==> src/pkg/sweep_seq_pkg.sv <==
// constants for the impedance sweep sequencer
package sweep_seq_pkg;
   // ***********************************************
   // register byte addresses
   // ***********************************************
   localparam logic [7:0] ADDR_CTRL_HI = 8'h80;
   localparam logic [7:0] ADDR_CTRL_LO = 8'h81;
   localparam logic [7:0] ADDR_START_FREQ = 8'h82;
   localparam logic [7:0] ADDR_STEP_FREQ = 8'h85;
   localparam logic [7:0] ADDR_STEP_COUNT = 8'h88;
   localparam logic [7:0] ADDR_SETTLE = 8'h8A;
   localparam logic [7:0] ADDR_STATUS = 8'h8F;
   localparam logic [7:0] ADDR_REAL = 8'h94;
   localparam logic [7:0] ADDR_IMAG = 8'h96;
   // ***********************************************
   // reset values and fields
   // ***********************************************
   localparam logic [15:0] CTRL_RESET = 16'hA000;
   localparam int CMD_MSB = 15;
   localparam int CMD_LSB = 12;
   localparam int RANGE_MSB = 10;
   localparam int RANGE_LSB = 9;
   localparam int GAIN_BIT = 8;
   localparam int RESET_BIT = 4;
   localparam int STAT_VALID_BIT = 1;
   localparam int STAT_DONE_BIT = 2;
   localparam int COUNT_W = 9;
   localparam int SETTLE_MULT_MSB = 10;
   localparam int SETTLE_MULT_LSB = 9;
   localparam logic [1:0] MULT_X2 = 2'h1;
   localparam logic [1:0] MULT_X4 = 2'h3;
   localparam logic [10:0] SAMPLES_PER_POINT = 11'h400;
   // ***********************************************
   // command codes
   // ***********************************************
   localparam logic [3:0] CMD_INIT = 4'h1;
   localparam logic [3:0] CMD_START = 4'h2;
   localparam logic [3:0] CMD_INCR = 4'h3;
   localparam logic [3:0] CMD_REPEAT = 4'h4;
   localparam logic [3:0] CMD_POWER_DOWN = 4'hA;
   localparam logic [3:0] CMD_STANDBY = 4'hB;
   // sequencer states
   typedef enum logic [4:0] {
      ST_IDLE = 5'h01,
      ST_EXCITE = 5'h02,
      ST_SETTLE = 5'h04,
      ST_MEASURE = 5'h08,
      ST_WAIT = 5'h10
   } seq_state_e;
endpackage : sweep_seq_pkg

==> src/design/impedance_sweep_sequencer.sv <==
// register file, command decode and sweep sequencer
`timescale 1ns/1ns
module impedance_sweep_sequencer (
   input wire logic i_clk, // system clock, 50 MHz
   input wire logic i_arst_n, // async reset, active low
   input wire logic i_wr, // byte write strobe
   input wire logic [7:0] i_addr, // register byte address
   input wire logic [7:0] i_wdata, // write data byte
   input wire logic [7:0] i_raddr, // read byte address
   output logic [7:0] o_rdata, // read data byte
   input wire logic i_excite_cycle, // one pulse per excitation cycle
   input wire logic i_sample, // one pulse per converter sample
   input wire logic [15:0] i_real, // dft real result
   input wire logic [15:0] i_imag, // dft imaginary result
   output logic [23:0] o_tone_synthesizer_freq, // current frequency code
   output logic o_tone_synthesizer_en, // synthesizer running
   output logic o_pins_grounded, // excitation and response pins tied low
   output logic o_powered, // analog path powered
   output logic [1:0] o_output_range, // excitation amplitude select
   output logic o_response_gain_x1, // 1 = x1, 0 = x5
   output logic o_measuring // converter sampling window
);
   // ***********************************************
   // storage
   // ***********************************************
   logic [15:0] ctrl_q;
   logic [7:0] start_q [3];
   logic [7:0] step_q [3];
   logic [7:0] count_q [2];
   logic [7:0] settle_q [2];
   logic [15:0] real_q; // captured real result
   logic [15:0] real_d;
   logic [15:0] imag_q; // captured imaginary result
   logic [15:0] imag_d;
   logic valid_q; // valid-result flag
   logic done_q; // sweep-complete flag
   logic pdown_q; // power-down mode
   sweep_seq_pkg::seq_state_e state_q; // sequencer state
   sweep_seq_pkg::seq_state_e state_d;
   logic [23:0] freq_q; // frequency code in use
   logic [23:0] freq_d;
   logic [10:0] settle_cnt_q; // excitation cycles seen while settling
   logic [10:0] settle_cnt_d;
   logic [10:0] samp_cnt_q; // converter samples taken at this point
   logic [10:0] samp_cnt_d;
   logic [8:0] point_q; // increments done since start
   logic [8:0] point_d;
   // per-byte write strobes of the sweep setup registers
   logic [2:0] wr_start_b;
   logic [2:0] wr_step_b;
   logic [1:0] wr_count_b;
   logic [1:0] wr_settle_b;

   // ***********************************************
   // decode
   // ***********************************************
   wire logic wr_ctrl_hi = i_wr && i_addr == sweep_seq_pkg::ADDR_CTRL_HI;
   wire logic wr_ctrl_lo = i_wr && i_addr == sweep_seq_pkg::ADDR_CTRL_LO;
   wire logic [3:0] cmd = i_wdata[7:4];
   wire logic cmd_init = wr_ctrl_hi && cmd == sweep_seq_pkg::CMD_INIT;
   wire logic cmd_start = wr_ctrl_hi && cmd == sweep_seq_pkg::CMD_START;
   wire logic cmd_incr = wr_ctrl_hi && cmd == sweep_seq_pkg::CMD_INCR;
   wire logic cmd_rep = wr_ctrl_hi && cmd == sweep_seq_pkg::CMD_REPEAT;
   wire logic cmd_pd = wr_ctrl_hi && cmd == sweep_seq_pkg::CMD_POWER_DOWN;
   wire logic cmd_sb = wr_ctrl_hi && cmd == sweep_seq_pkg::CMD_STANDBY;
   wire logic cmd_rst = wr_ctrl_lo && i_wdata[sweep_seq_pkg::RESET_BIT];
   wire logic [23:0] start_freq = {start_q[0], start_q[1], start_q[2]};
   wire logic [23:0] step_freq = {step_q[0], step_q[1], step_q[2]};
   wire logic [8:0] step_total = {count_q[0][0], count_q[1]};
   wire logic [8:0] settle_base = {settle_q[0][0], settle_q[1]};
   wire logic [1:0] settle_mult = settle_q[0][2:1];
   // settling multiplier, reserved code taken as x1
   wire logic [10:0] settle_target =
      settle_mult == sweep_seq_pkg::MULT_X4 ? {settle_base, 2'h0} :
      settle_mult == sweep_seq_pkg::MULT_X2 ? {1'h0, settle_base, 1'h0} :
      {2'h0, settle_base};
   wire logic meas_end = state_q == sweep_seq_pkg::ST_MEASURE && i_sample &&
      samp_cnt_q == sweep_seq_pkg::SAMPLES_PER_POINT - 11'h1;
   wire logic last_point = point_q == step_total;

   // ***********************************************
   // register writes
   // ***********************************************
   // control word; reset value puts the part in power-down
   always_ff @(posedge i_clk or negedge i_arst_n) begin
      if (!i_arst_n) begin
         ctrl_q <= sweep_seq_pkg::CTRL_RESET;
      end else if (wr_ctrl_hi) begin
         ctrl_q[15:8] <= i_wdata;
      end else if (wr_ctrl_lo) begin
         ctrl_q[7:0] <= i_wdata;
      end
   end

   genvar gi;
   generate
      // frequency bytes, no reset so contents survive it
      for (gi = 0; gi < 3; gi++) begin : g_freq
         assign wr_start_b[gi] = i_wr && i_addr == sweep_seq_pkg::ADDR_START_FREQ + 8'(gi);
         assign wr_step_b[gi] = i_wr && i_addr == sweep_seq_pkg::ADDR_STEP_FREQ + 8'(gi);
         always_ff @(posedge i_clk) begin
            if (wr_start_b[gi]) begin
               start_q[gi] <= i_wdata;
            end
            if (wr_step_b[gi]) begin
               step_q[gi] <= i_wdata;
            end
         end
      end
      // step count and settle bytes, each byte has exactly one writer
      for (gi = 0; gi < 2; gi++) begin : g_word
         assign wr_count_b[gi] = i_wr && i_addr == sweep_seq_pkg::ADDR_STEP_COUNT + 8'(gi);
         assign wr_settle_b[gi] = i_wr && i_addr == sweep_seq_pkg::ADDR_SETTLE + 8'(gi);
         always_ff @(posedge i_clk) begin
            if (wr_count_b[gi]) begin
               count_q[gi] <= i_wdata;
            end
            if (wr_settle_b[gi]) begin
               settle_q[gi] <= i_wdata;
            end
         end
      end
   endgenerate

   // results, not reset, loaded at end of each point
   always_ff @(posedge i_clk) begin
      real_q <= real_d;
      imag_q <= imag_d;
   end
   assign real_d = meas_end ? i_real : real_q;
   assign imag_d = meas_end ? i_imag : imag_q;

   // ***********************************************
   // status flags, set wins over clear
   // ***********************************************
   // valid-result flag, end of measurement beats a clearing command
   always_ff @(posedge i_clk or negedge i_arst_n) begin
      if (!i_arst_n) begin
         valid_q <= 1'b0;
      end else if (meas_end) begin
         valid_q <= 1'b1;
      end else if (cmd_start || cmd_incr || cmd_rep || cmd_rst) begin
         valid_q <= 1'b0;
      end
   end

   // sweep-complete flag, end of last point beats start or reset
   always_ff @(posedge i_clk or negedge i_arst_n) begin
      if (!i_arst_n) begin
         done_q <= 1'b0;
      end else if (meas_end && last_point) begin
         done_q <= 1'b1;
      end else if (cmd_start || cmd_rst) begin
         done_q <= 1'b0;
      end
   end

   // power state, power-down wins over standby and initialize
   always_ff @(posedge i_clk or negedge i_arst_n) begin
      if (!i_arst_n) begin
         pdown_q <= 1'b1;
      end else if (cmd_pd) begin
         pdown_q <= 1'b1;
      end else if (cmd_sb || cmd_init) begin
         pdown_q <= 1'b0;
      end
   end

   // ***********************************************
   // sequencer
   // ***********************************************
   always_comb begin
      state_d = state_q;
      freq_d = freq_q;
      settle_cnt_d = settle_cnt_q;
      samp_cnt_d = samp_cnt_q;
      point_d = point_q;
      if (cmd_rst || cmd_pd || cmd_sb) begin
         state_d = sweep_seq_pkg::ST_IDLE;
      end else if (cmd_init) begin
         state_d = sweep_seq_pkg::ST_EXCITE;
         freq_d = start_freq;
      end else if (cmd_start && state_q != sweep_seq_pkg::ST_IDLE) begin
         state_d = sweep_seq_pkg::ST_SETTLE;
         freq_d = start_freq;
         point_d = 9'h0;
         settle_cnt_d = 11'h0;
      end else if (cmd_incr && state_q == sweep_seq_pkg::ST_WAIT) begin
         state_d = sweep_seq_pkg::ST_SETTLE;
         freq_d = freq_q + step_freq;
         point_d = point_q + 9'h1;
         settle_cnt_d = 11'h0;
      end else if (cmd_rep && state_q == sweep_seq_pkg::ST_WAIT) begin
         state_d = sweep_seq_pkg::ST_SETTLE;
         settle_cnt_d = 11'h0;
      end else begin
         case (state_q)
            sweep_seq_pkg::ST_SETTLE: begin
               if (settle_cnt_q >= settle_target) begin
                  state_d = sweep_seq_pkg::ST_MEASURE;
                  samp_cnt_d = 11'h0;
               end else if (i_excite_cycle) begin
                  settle_cnt_d = settle_cnt_q + 11'h1;
               end
            end
            sweep_seq_pkg::ST_MEASURE: begin
               if (meas_end) begin
                  state_d = sweep_seq_pkg::ST_WAIT;
               end else if (i_sample) begin
                  samp_cnt_d = samp_cnt_q + 11'h1;
               end
            end
            sweep_seq_pkg::ST_IDLE, sweep_seq_pkg::ST_EXCITE,
            sweep_seq_pkg::ST_WAIT: begin
               state_d = state_q;
            end
            default: begin
               state_d = sweep_seq_pkg::ST_IDLE;
            end
         endcase
      end
   end

   // sequencer registers
   always_ff @(posedge i_clk or negedge i_arst_n) begin
      if (!i_arst_n) begin
         state_q <= sweep_seq_pkg::ST_IDLE;
         freq_q <= 24'h0;
         settle_cnt_q <= 11'h0;
         samp_cnt_q <= 11'h0;
         point_q <= 9'h0;
      end else begin
         state_q <= state_d;
         freq_q <= freq_d;
         settle_cnt_q <= settle_cnt_d;
         samp_cnt_q <= samp_cnt_d;
         point_q <= point_d;
      end
   end

   // ***********************************************
   // outputs and read mux
   // ***********************************************
   assign o_tone_synthesizer_freq = freq_q;
   assign o_tone_synthesizer_en = state_q != sweep_seq_pkg::ST_IDLE && !pdown_q;
   assign o_powered = !pdown_q;
   assign o_pins_grounded = pdown_q || state_q == sweep_seq_pkg::ST_IDLE;
   assign o_output_range = ctrl_q[sweep_seq_pkg::RANGE_MSB:sweep_seq_pkg::RANGE_LSB];
   assign o_response_gain_x1 = ctrl_q[sweep_seq_pkg::GAIN_BIT];
   assign o_measuring = state_q == sweep_seq_pkg::ST_MEASURE;

   // byte read select, unmapped reads as zero
   always_comb begin
      case (i_raddr)
         sweep_seq_pkg::ADDR_CTRL_HI: o_rdata = ctrl_q[15:8];
         sweep_seq_pkg::ADDR_CTRL_LO: o_rdata = ctrl_q[7:0];
         sweep_seq_pkg::ADDR_START_FREQ: o_rdata = start_q[0];
         sweep_seq_pkg::ADDR_START_FREQ + 8'h1: o_rdata = start_q[1];
         sweep_seq_pkg::ADDR_START_FREQ + 8'h2: o_rdata = start_q[2];
         sweep_seq_pkg::ADDR_STEP_FREQ: o_rdata = step_q[0];
         sweep_seq_pkg::ADDR_STEP_FREQ + 8'h1: o_rdata = step_q[1];
         sweep_seq_pkg::ADDR_STEP_FREQ + 8'h2: o_rdata = step_q[2];
         sweep_seq_pkg::ADDR_STEP_COUNT: o_rdata = count_q[0];
         sweep_seq_pkg::ADDR_STEP_COUNT + 8'h1: o_rdata = count_q[1];
         sweep_seq_pkg::ADDR_SETTLE: o_rdata = settle_q[0];
         sweep_seq_pkg::ADDR_SETTLE + 8'h1: o_rdata = settle_q[1];
         // status: only valid and complete carry meaning
         sweep_seq_pkg::ADDR_STATUS: o_rdata = {5'h0, done_q, valid_q, 1'h0};
         // results: two's complement, high byte first
         sweep_seq_pkg::ADDR_REAL: o_rdata = real_q[15:8];
         sweep_seq_pkg::ADDR_REAL + 8'h1: o_rdata = real_q[7:0];
         sweep_seq_pkg::ADDR_IMAG: o_rdata = imag_q[15:8];
         sweep_seq_pkg::ADDR_IMAG + 8'h1: o_rdata = imag_q[7:0];
         default: o_rdata = 8'h00;
      endcase
   end
endmodule : impedance_sweep_sequencer

==> config.mk <==
export PLATFORM = sky130hd
export DESIGN_NAME = impedance_sweep_sequencer
export DESIGN_NICKNAME = d
export VERILOG_FILES = /design/src/pkg/sweep_seq_pkg.sv /design/src/design/impedance_sweep_sequencer.sv
export SDC_FILE = /design/constraint.sdc
export NUM_CORES = 1
export LEC_CHECK = 0
export CORE_AREA = 2 2 132 134
export DETAILED_ROUTE_END_ITERATION = 10
export DIE_AREA = 0 0 134 136
export DONT_BUFFER_PORTS = 1
export PLACE_DENSITY_LB_ADDON = 0.2
export SYNTH_ARGS = -nofsm -noshare
export SYNTH_HDL_FRONTEND = slang
export SYNTH_SLANG_ARGS = --single-unit
==> constraint.sdc <==
create_clock -name i_clk -period 4.7 [get_ports i_clk]
set_input_delay 1.175 -clock i_clk [delete_from_list [all_inputs] [get_ports i_clk]]
set_output_delay 1.175 -clock i_clk [all_outputs]
set_load 0.02 [all_outputs]
# After elaboration in Yosys (flattened, before gate mapping)
# Memories as Yosys holds them, arrays and structs flattened.
# Index checks and enable logic that the tools add are counted.
[totals]
mem_bits_rw = 80
ff_bits = 111
wordCells = 205
input_bits = 61
mem_count = 4
[classes]
order_cmp = 1
add_sub_neg = 4
reduce_logical = 56
eq_ne = 52
bitwise = 6
muxes = 70
[mem_list]
columns = ["name", "words", "width", "read_ports", "rd_clocked_by_memory_dff", "write_ports", "line", "text"]
rows = [
  ["start_q", 3, 8, 3, 0, 1, "impedance_sweep_sequencer.sv:27", "logic [7:0] start_q [3];"],
  ["step_q", 3, 8, 3, 0, 1, "impedance_sweep_sequencer.sv:28", "logic [7:0] step_q [3];"],
  ["count_q", 2, 8, 2, 0, 1, "impedance_sweep_sequencer.sv:29", "logic [7:0] count_q [2];"],
  ["settle_q", 2, 8, 2, 0, 1, "impedance_sweep_sequencer.sv:30", "logic [7:0] settle_q [2];"],
]
[op_table]
columns = ["op", "count"]
rows = [
  ["8-bit == test, second input constant", 29],
  ["8-bit case mux with 17 select lines", 1],
  ["11-bit two-way mux", 10],
  ["24-bit two-way mux", 3],
  ["8-bit two-way mux", 6],
  ["8-bit OR reduction", 6],
  ["5-bit two-way mux", 7],
  ["1-bit two-way mux", 34],
  ["1-bit logical AND", 26],
  ["24-bit adder", 1],
  ["11-bit by 1-bit adder with 11-bit output, second input constant", 2],
  ["11-bit case mux with 2 select lines", 1],
  ["9-bit two-way mux", 2],
  ["5-bit case mux with 3 select lines", 1],
  ["11-bit by 10-bit == test with 1-bit output, second input constant", 1],
  ["11-bit greater-or-equal comparator", 1],
  ["10-bit two-way mux", 1],
  ["2-bit nonzero test", 5],
  ["9-bit by 1-bit adder with 9-bit output, second input constant", 1],
  ["9-bit == test", 1],
  ["9-bit AND reduction", 1],
  ["4-bit by 2-bit == test with 1-bit output, second input constant", 2],
  ["4-bit == test, second input constant", 2],
  ["1-bit logical OR", 8],
  ["24 further kinds", 37],
]

# Logic depth before layout (Yosys ltp)
[depth]
word_depth = 11
mapped_depth = 14
depth_no_buf = 12

# Least setup slack after synthesis
# OpenSTA, ideal clock, no wires.
[synth_timing]
path_kind = "input port to output port"
from = "in i_raddr[6]"
to = "out o_rdata[4]"
path_buffers = 1
path_slack_ns = 0.248
required_ns = 3.525
path_stages = 8
t_arrival_ns = 3.277
cell_sequence = "or4b_2 -> or3_1 -> clkbuf_1 -> nor3_1 -> a22o_1 -> a221oi_1 -> and3_1 -> nand2_1"
[synth_between]
elab_chain_len = 2
elab_cells_between_ends = 18
cone_classes = "eq/ne: 17; mux: 1"
[synth_lines]
columns = ["element", "line", "text"]
rows = [
  ["start: declaration", "impedance_sweep_sequencer.sv:9", "input wire logic [7:0] i_raddr,"],
  ["8-bit == test", "impedance_sweep_sequencer.sv:254", "case (i_raddr)"],
  ["8-bit case mux with 17 select lines (*)", "impedance_sweep_sequencer.sv:254", ""],
  ["end: declaration", "impedance_sweep_sequencer.sv:10", "output logic [7:0] o_rdata,"],
]
# Mark *: on every way between the ends. The rest lies on a longest branch, timed or not.

# Final worst setup path
# Ends and elaborated chain as after synthesis.

==> out/results.ini <==
[synth]
synth-seq-area-share_pct = 53.8
ys_warn_count = 0
synth_ff_type = edfxtp_1
synth_enable_flop_cells = 112
syn_inst = 897
synth_nets = 996
async_reset_ff_share_pct = 41.4
netlist_area_um2 = 9940
ys_seq_elements = 191
synth_cell_types = 71
syn_avg_cell_area_um2 = 11.1

[clock_tree]
cts_hold_buf = 0
cts_buffers = 17
insertion_delay_ns = 0.43
cts_sinks = 191
cts.reportedPaths.clkPinSlew_ns = 0.08
cts_resized = 0
cts_max_level = 4
cts-root-buf = clkbuf_16
postCtsSetupBuffers = 0
cts_max_path_buffers = 2
cts_tree = done

[place]
globalplace.congestion = 1.02
hpwl_um = 19700
placed_area_um2 = 10200
pre_cts_slack_ns = 0.155
io_buffers = 0

[timing]
drv_slew = 0
fin_worst_skew_ns = 0.00883
worst_pin_slew_ns = 1.15
tns_ns = 0
setup_ws_ns = 0.0816
fmax_ghz = 0.217
finalSetupViolations = 0
rsz0062_at_grt = no
min_period_ns = 4.62
post-route-period-util_pct = 98.3
relSlewSlack_pct = 23.1
hold_viol_final = 0

[floorplan]
fp.dieW_um = 134
num_rows = 48
start_util_pct = 58.9
dieArea_um2 = 18200
core_um2 = 16900
ios = 100
die_h_um = 136

[final_layout]
layout-drive-gt1-share_pct = 9.74
postLayoutCellArea_um2 = 10800
area_growth_syn_to_layout_pct = 8.99
finalNetCount = 1000
fillers = 1288
fin_util_pct = 64.2

[pwr]
peakVddDrop_mv = 0.262
p_leak_nw = 4.45
p_per_area_nw_per_um2 = 316
finalPower_mw = 3.42

[routing]
vias_per_cell = 6.63
ant_nets = 0
wl_per_cell_um = 23.6
vias = 7560
drc = 0
drtIter0Drc = 742
finalWirelength_um = 26900
drt_pass1_iterations = 7

[status]
outcome = completed

[worst_setup_path]
endpoint_kind = output pin
path_class = input port to output pin
worstSetupStartpointType = input port
critPathMaxFanout = 7
worstPathArrival_ns = 3.44
required_ns = 3.52

[global_routing]
grt_first_pass_wirelength_um = 41600
grt_max_degree = 80
grt_antenna_before_repair = 0
grt_pass1_vias = 7429
gr-total-overflow = 0
grt_usage_pct = 30.6

[job]
maxCapViolCount = 0

[min_path]
hp-class = input port to async pin

[final cells by class]
cell class | count | area (um2) | share of cell area [%]
inverter | 19 | 71.3 | 0.658
multi-input combinational | 650 | 4380 | 40.4
clock buffer | 17 | 425 | 3.93
sequential | 191 | 5350 | 49.3
antenna | 1 | 2.50 | 0.0231
clock inverter | 15 | 168 | 1.55
tap | 225 | 282 | 2.60
timing repair buffer | 22 | 165 | 1.52
[worst max-delay path, stage by stage]
cell      delay, ns
or4b_2         0.74
or3_1          0.45
nor2_1         0.43
a221oi_1       0.18
and3_1         0.23
nand2_1        0.24
[cells in the mapped netlist (5+ instances only)]
| cell type | number | area share, % |
|---|---|---|
| nor2_1 | 77 | 2.9 |
| nand3b_1 | 7 | 0.53 |
| ha_1 | 37 | 4.7 |
| a21o_1 | 15 | 1.1 |
| o311ai_0 | 5 | 0.44 |
| or3_1 | 11 | 0.69 |
| xor2_1 | 18 | 1.6 |
| o21ai_0 | 46 | 2.3 |
| xnor2_1 | 24 | 2.1 |
| inv_1 | 19 | 0.72 |
| a31oi_1 | 11 | 0.69 |
| mux2i_1 | 27 | 2.7 |
| nand3_1 | 26 | 1.3 |
| a221oi_1 | 6 | 0.53 |
| nand2_1 | 121 | 4.6 |
| a211oi_1 | 7 | 0.53 |
| nand4_1 | 13 | 0.82 |
| mux4_2 | 8 | 1.8 |
| a22o_1 | 7 | 0.62 |
| dfrtp_1 | 75 | 19 |
| buf_1 | 5 | 0.19 |
| and3_1 | 8 | 0.50 |
| a22oi_1 | 11 | 0.83 |
| o41ai_1 | 5 | 0.44 |
| mux2_2 | 8 | 0.91 |
| and4_1 | 5 | 0.44 |
| nor2b_1 | 8 | 0.50 |
| nand2b_1 | 8 | 0.50 |
| o211ai_1 | 8 | 0.60 |
| nor4_1 | 6 | 0.38 |
| o31ai_1 | 7 | 0.53 |
| nor3_1 | 17 | 0.86 |
| a222oi_1 | 10 | 1.0 |
| a21oi_1 | 32 | 1.6 |
| clkbuf_1 | 26 | 0.98 |
| edfxtp_1 | 112 | 34 |
[flip-flops by register name, summed over array words and instances, names as in the netlist, 11 cells and up]
register,count
settle_q,16
real_q,16
o_tone_synthesizer_freq,24
count_q,16
samp_cnt_q,11
step_q,24
ctrl_q,16
imag_q,16
start_q,24
settle_cnt_q,11
[routing by layer]
layer	global-route usage (%)	wire, um
met5	0	0
met4	12.4	807
met3	9.32	3030
met2	47.2	12200
met1	40.7	10800
[cells in the final DEF, fill, tap and decap left out, drive strengths merged, types with 10 or more instances in the layout]
| cell | instances |
|---|---|
| a21o | 15 |
| a21oi | 33 |
| a222oi | 10 |
| a22oi | 11 |
| a31oi | 11 |
| buf | 22 |
| clkbuf | 17 |
| dfrtp | 75 |
| edfxtp | 112 |
| ha | 37 |
| inv | 28 |
| mux2i | 27 |
| nand2 | 121 |
| nand3 | 26 |
| nand4 | 13 |
| nor2 | 78 |
| nor3 | 19 |
| o21ai | 47 |
| or3 | 11 |
| xnor2 | 24 |
| xor2 | 18 |
[kinds of logic after synthesis]
kind of cell             count (synthesis)  synth area share [%]
AND/OR/NAND/NOR                        328                  15.9
AO/OA/AOI/OAI                          199                  14.1
flip-flops                             191                  53.8
buffers and inverters                   56                  2.30
multiplexers                            43                  5.44
XOR/XNOR                                42                  3.70
adder cells (fa/ha/maj)                 38                  4.86
[path summary, 6_finish.rpt]
path,startpoint,to,slack (ns),cells past startpoint
min,i_arst_n,samp_cnt_q[10],0.43,0
max,i_raddr[6],o_rdata[4],0.08,6
max reg2reg,o_tone_synthesizer_freq[0],o_tone_synthesizer_freq[20],1.12,11
min reg2reg,ctrl_q[2],ctrl_q[2],0.49,2
max in group asynchronous,i_arst_n,ctrl_q[13],4.09,0
min in group i_clk,ctrl_q[2],ctrl_q[2],0.49,2
[where the power goes]
group          switching (mW)  leakage, nW  internal, mW
Combinational          0.0802         2.08        0.0585
Clock                   0.705        0.291         0.761
Sequential             0.0233         2.08          1.80
Total                   0.809         4.45          2.62
[metrics by stage]
step	instances	hold WS, ns
after floorplan	897	0.446
after global placement	1107	0.467
after detailed placement	1107	0.471
after CTS	1139	0.414
after global routing	1139	0.410
final	1140	0.428
No activity file was read; power rests on OpenSTA's default activity.
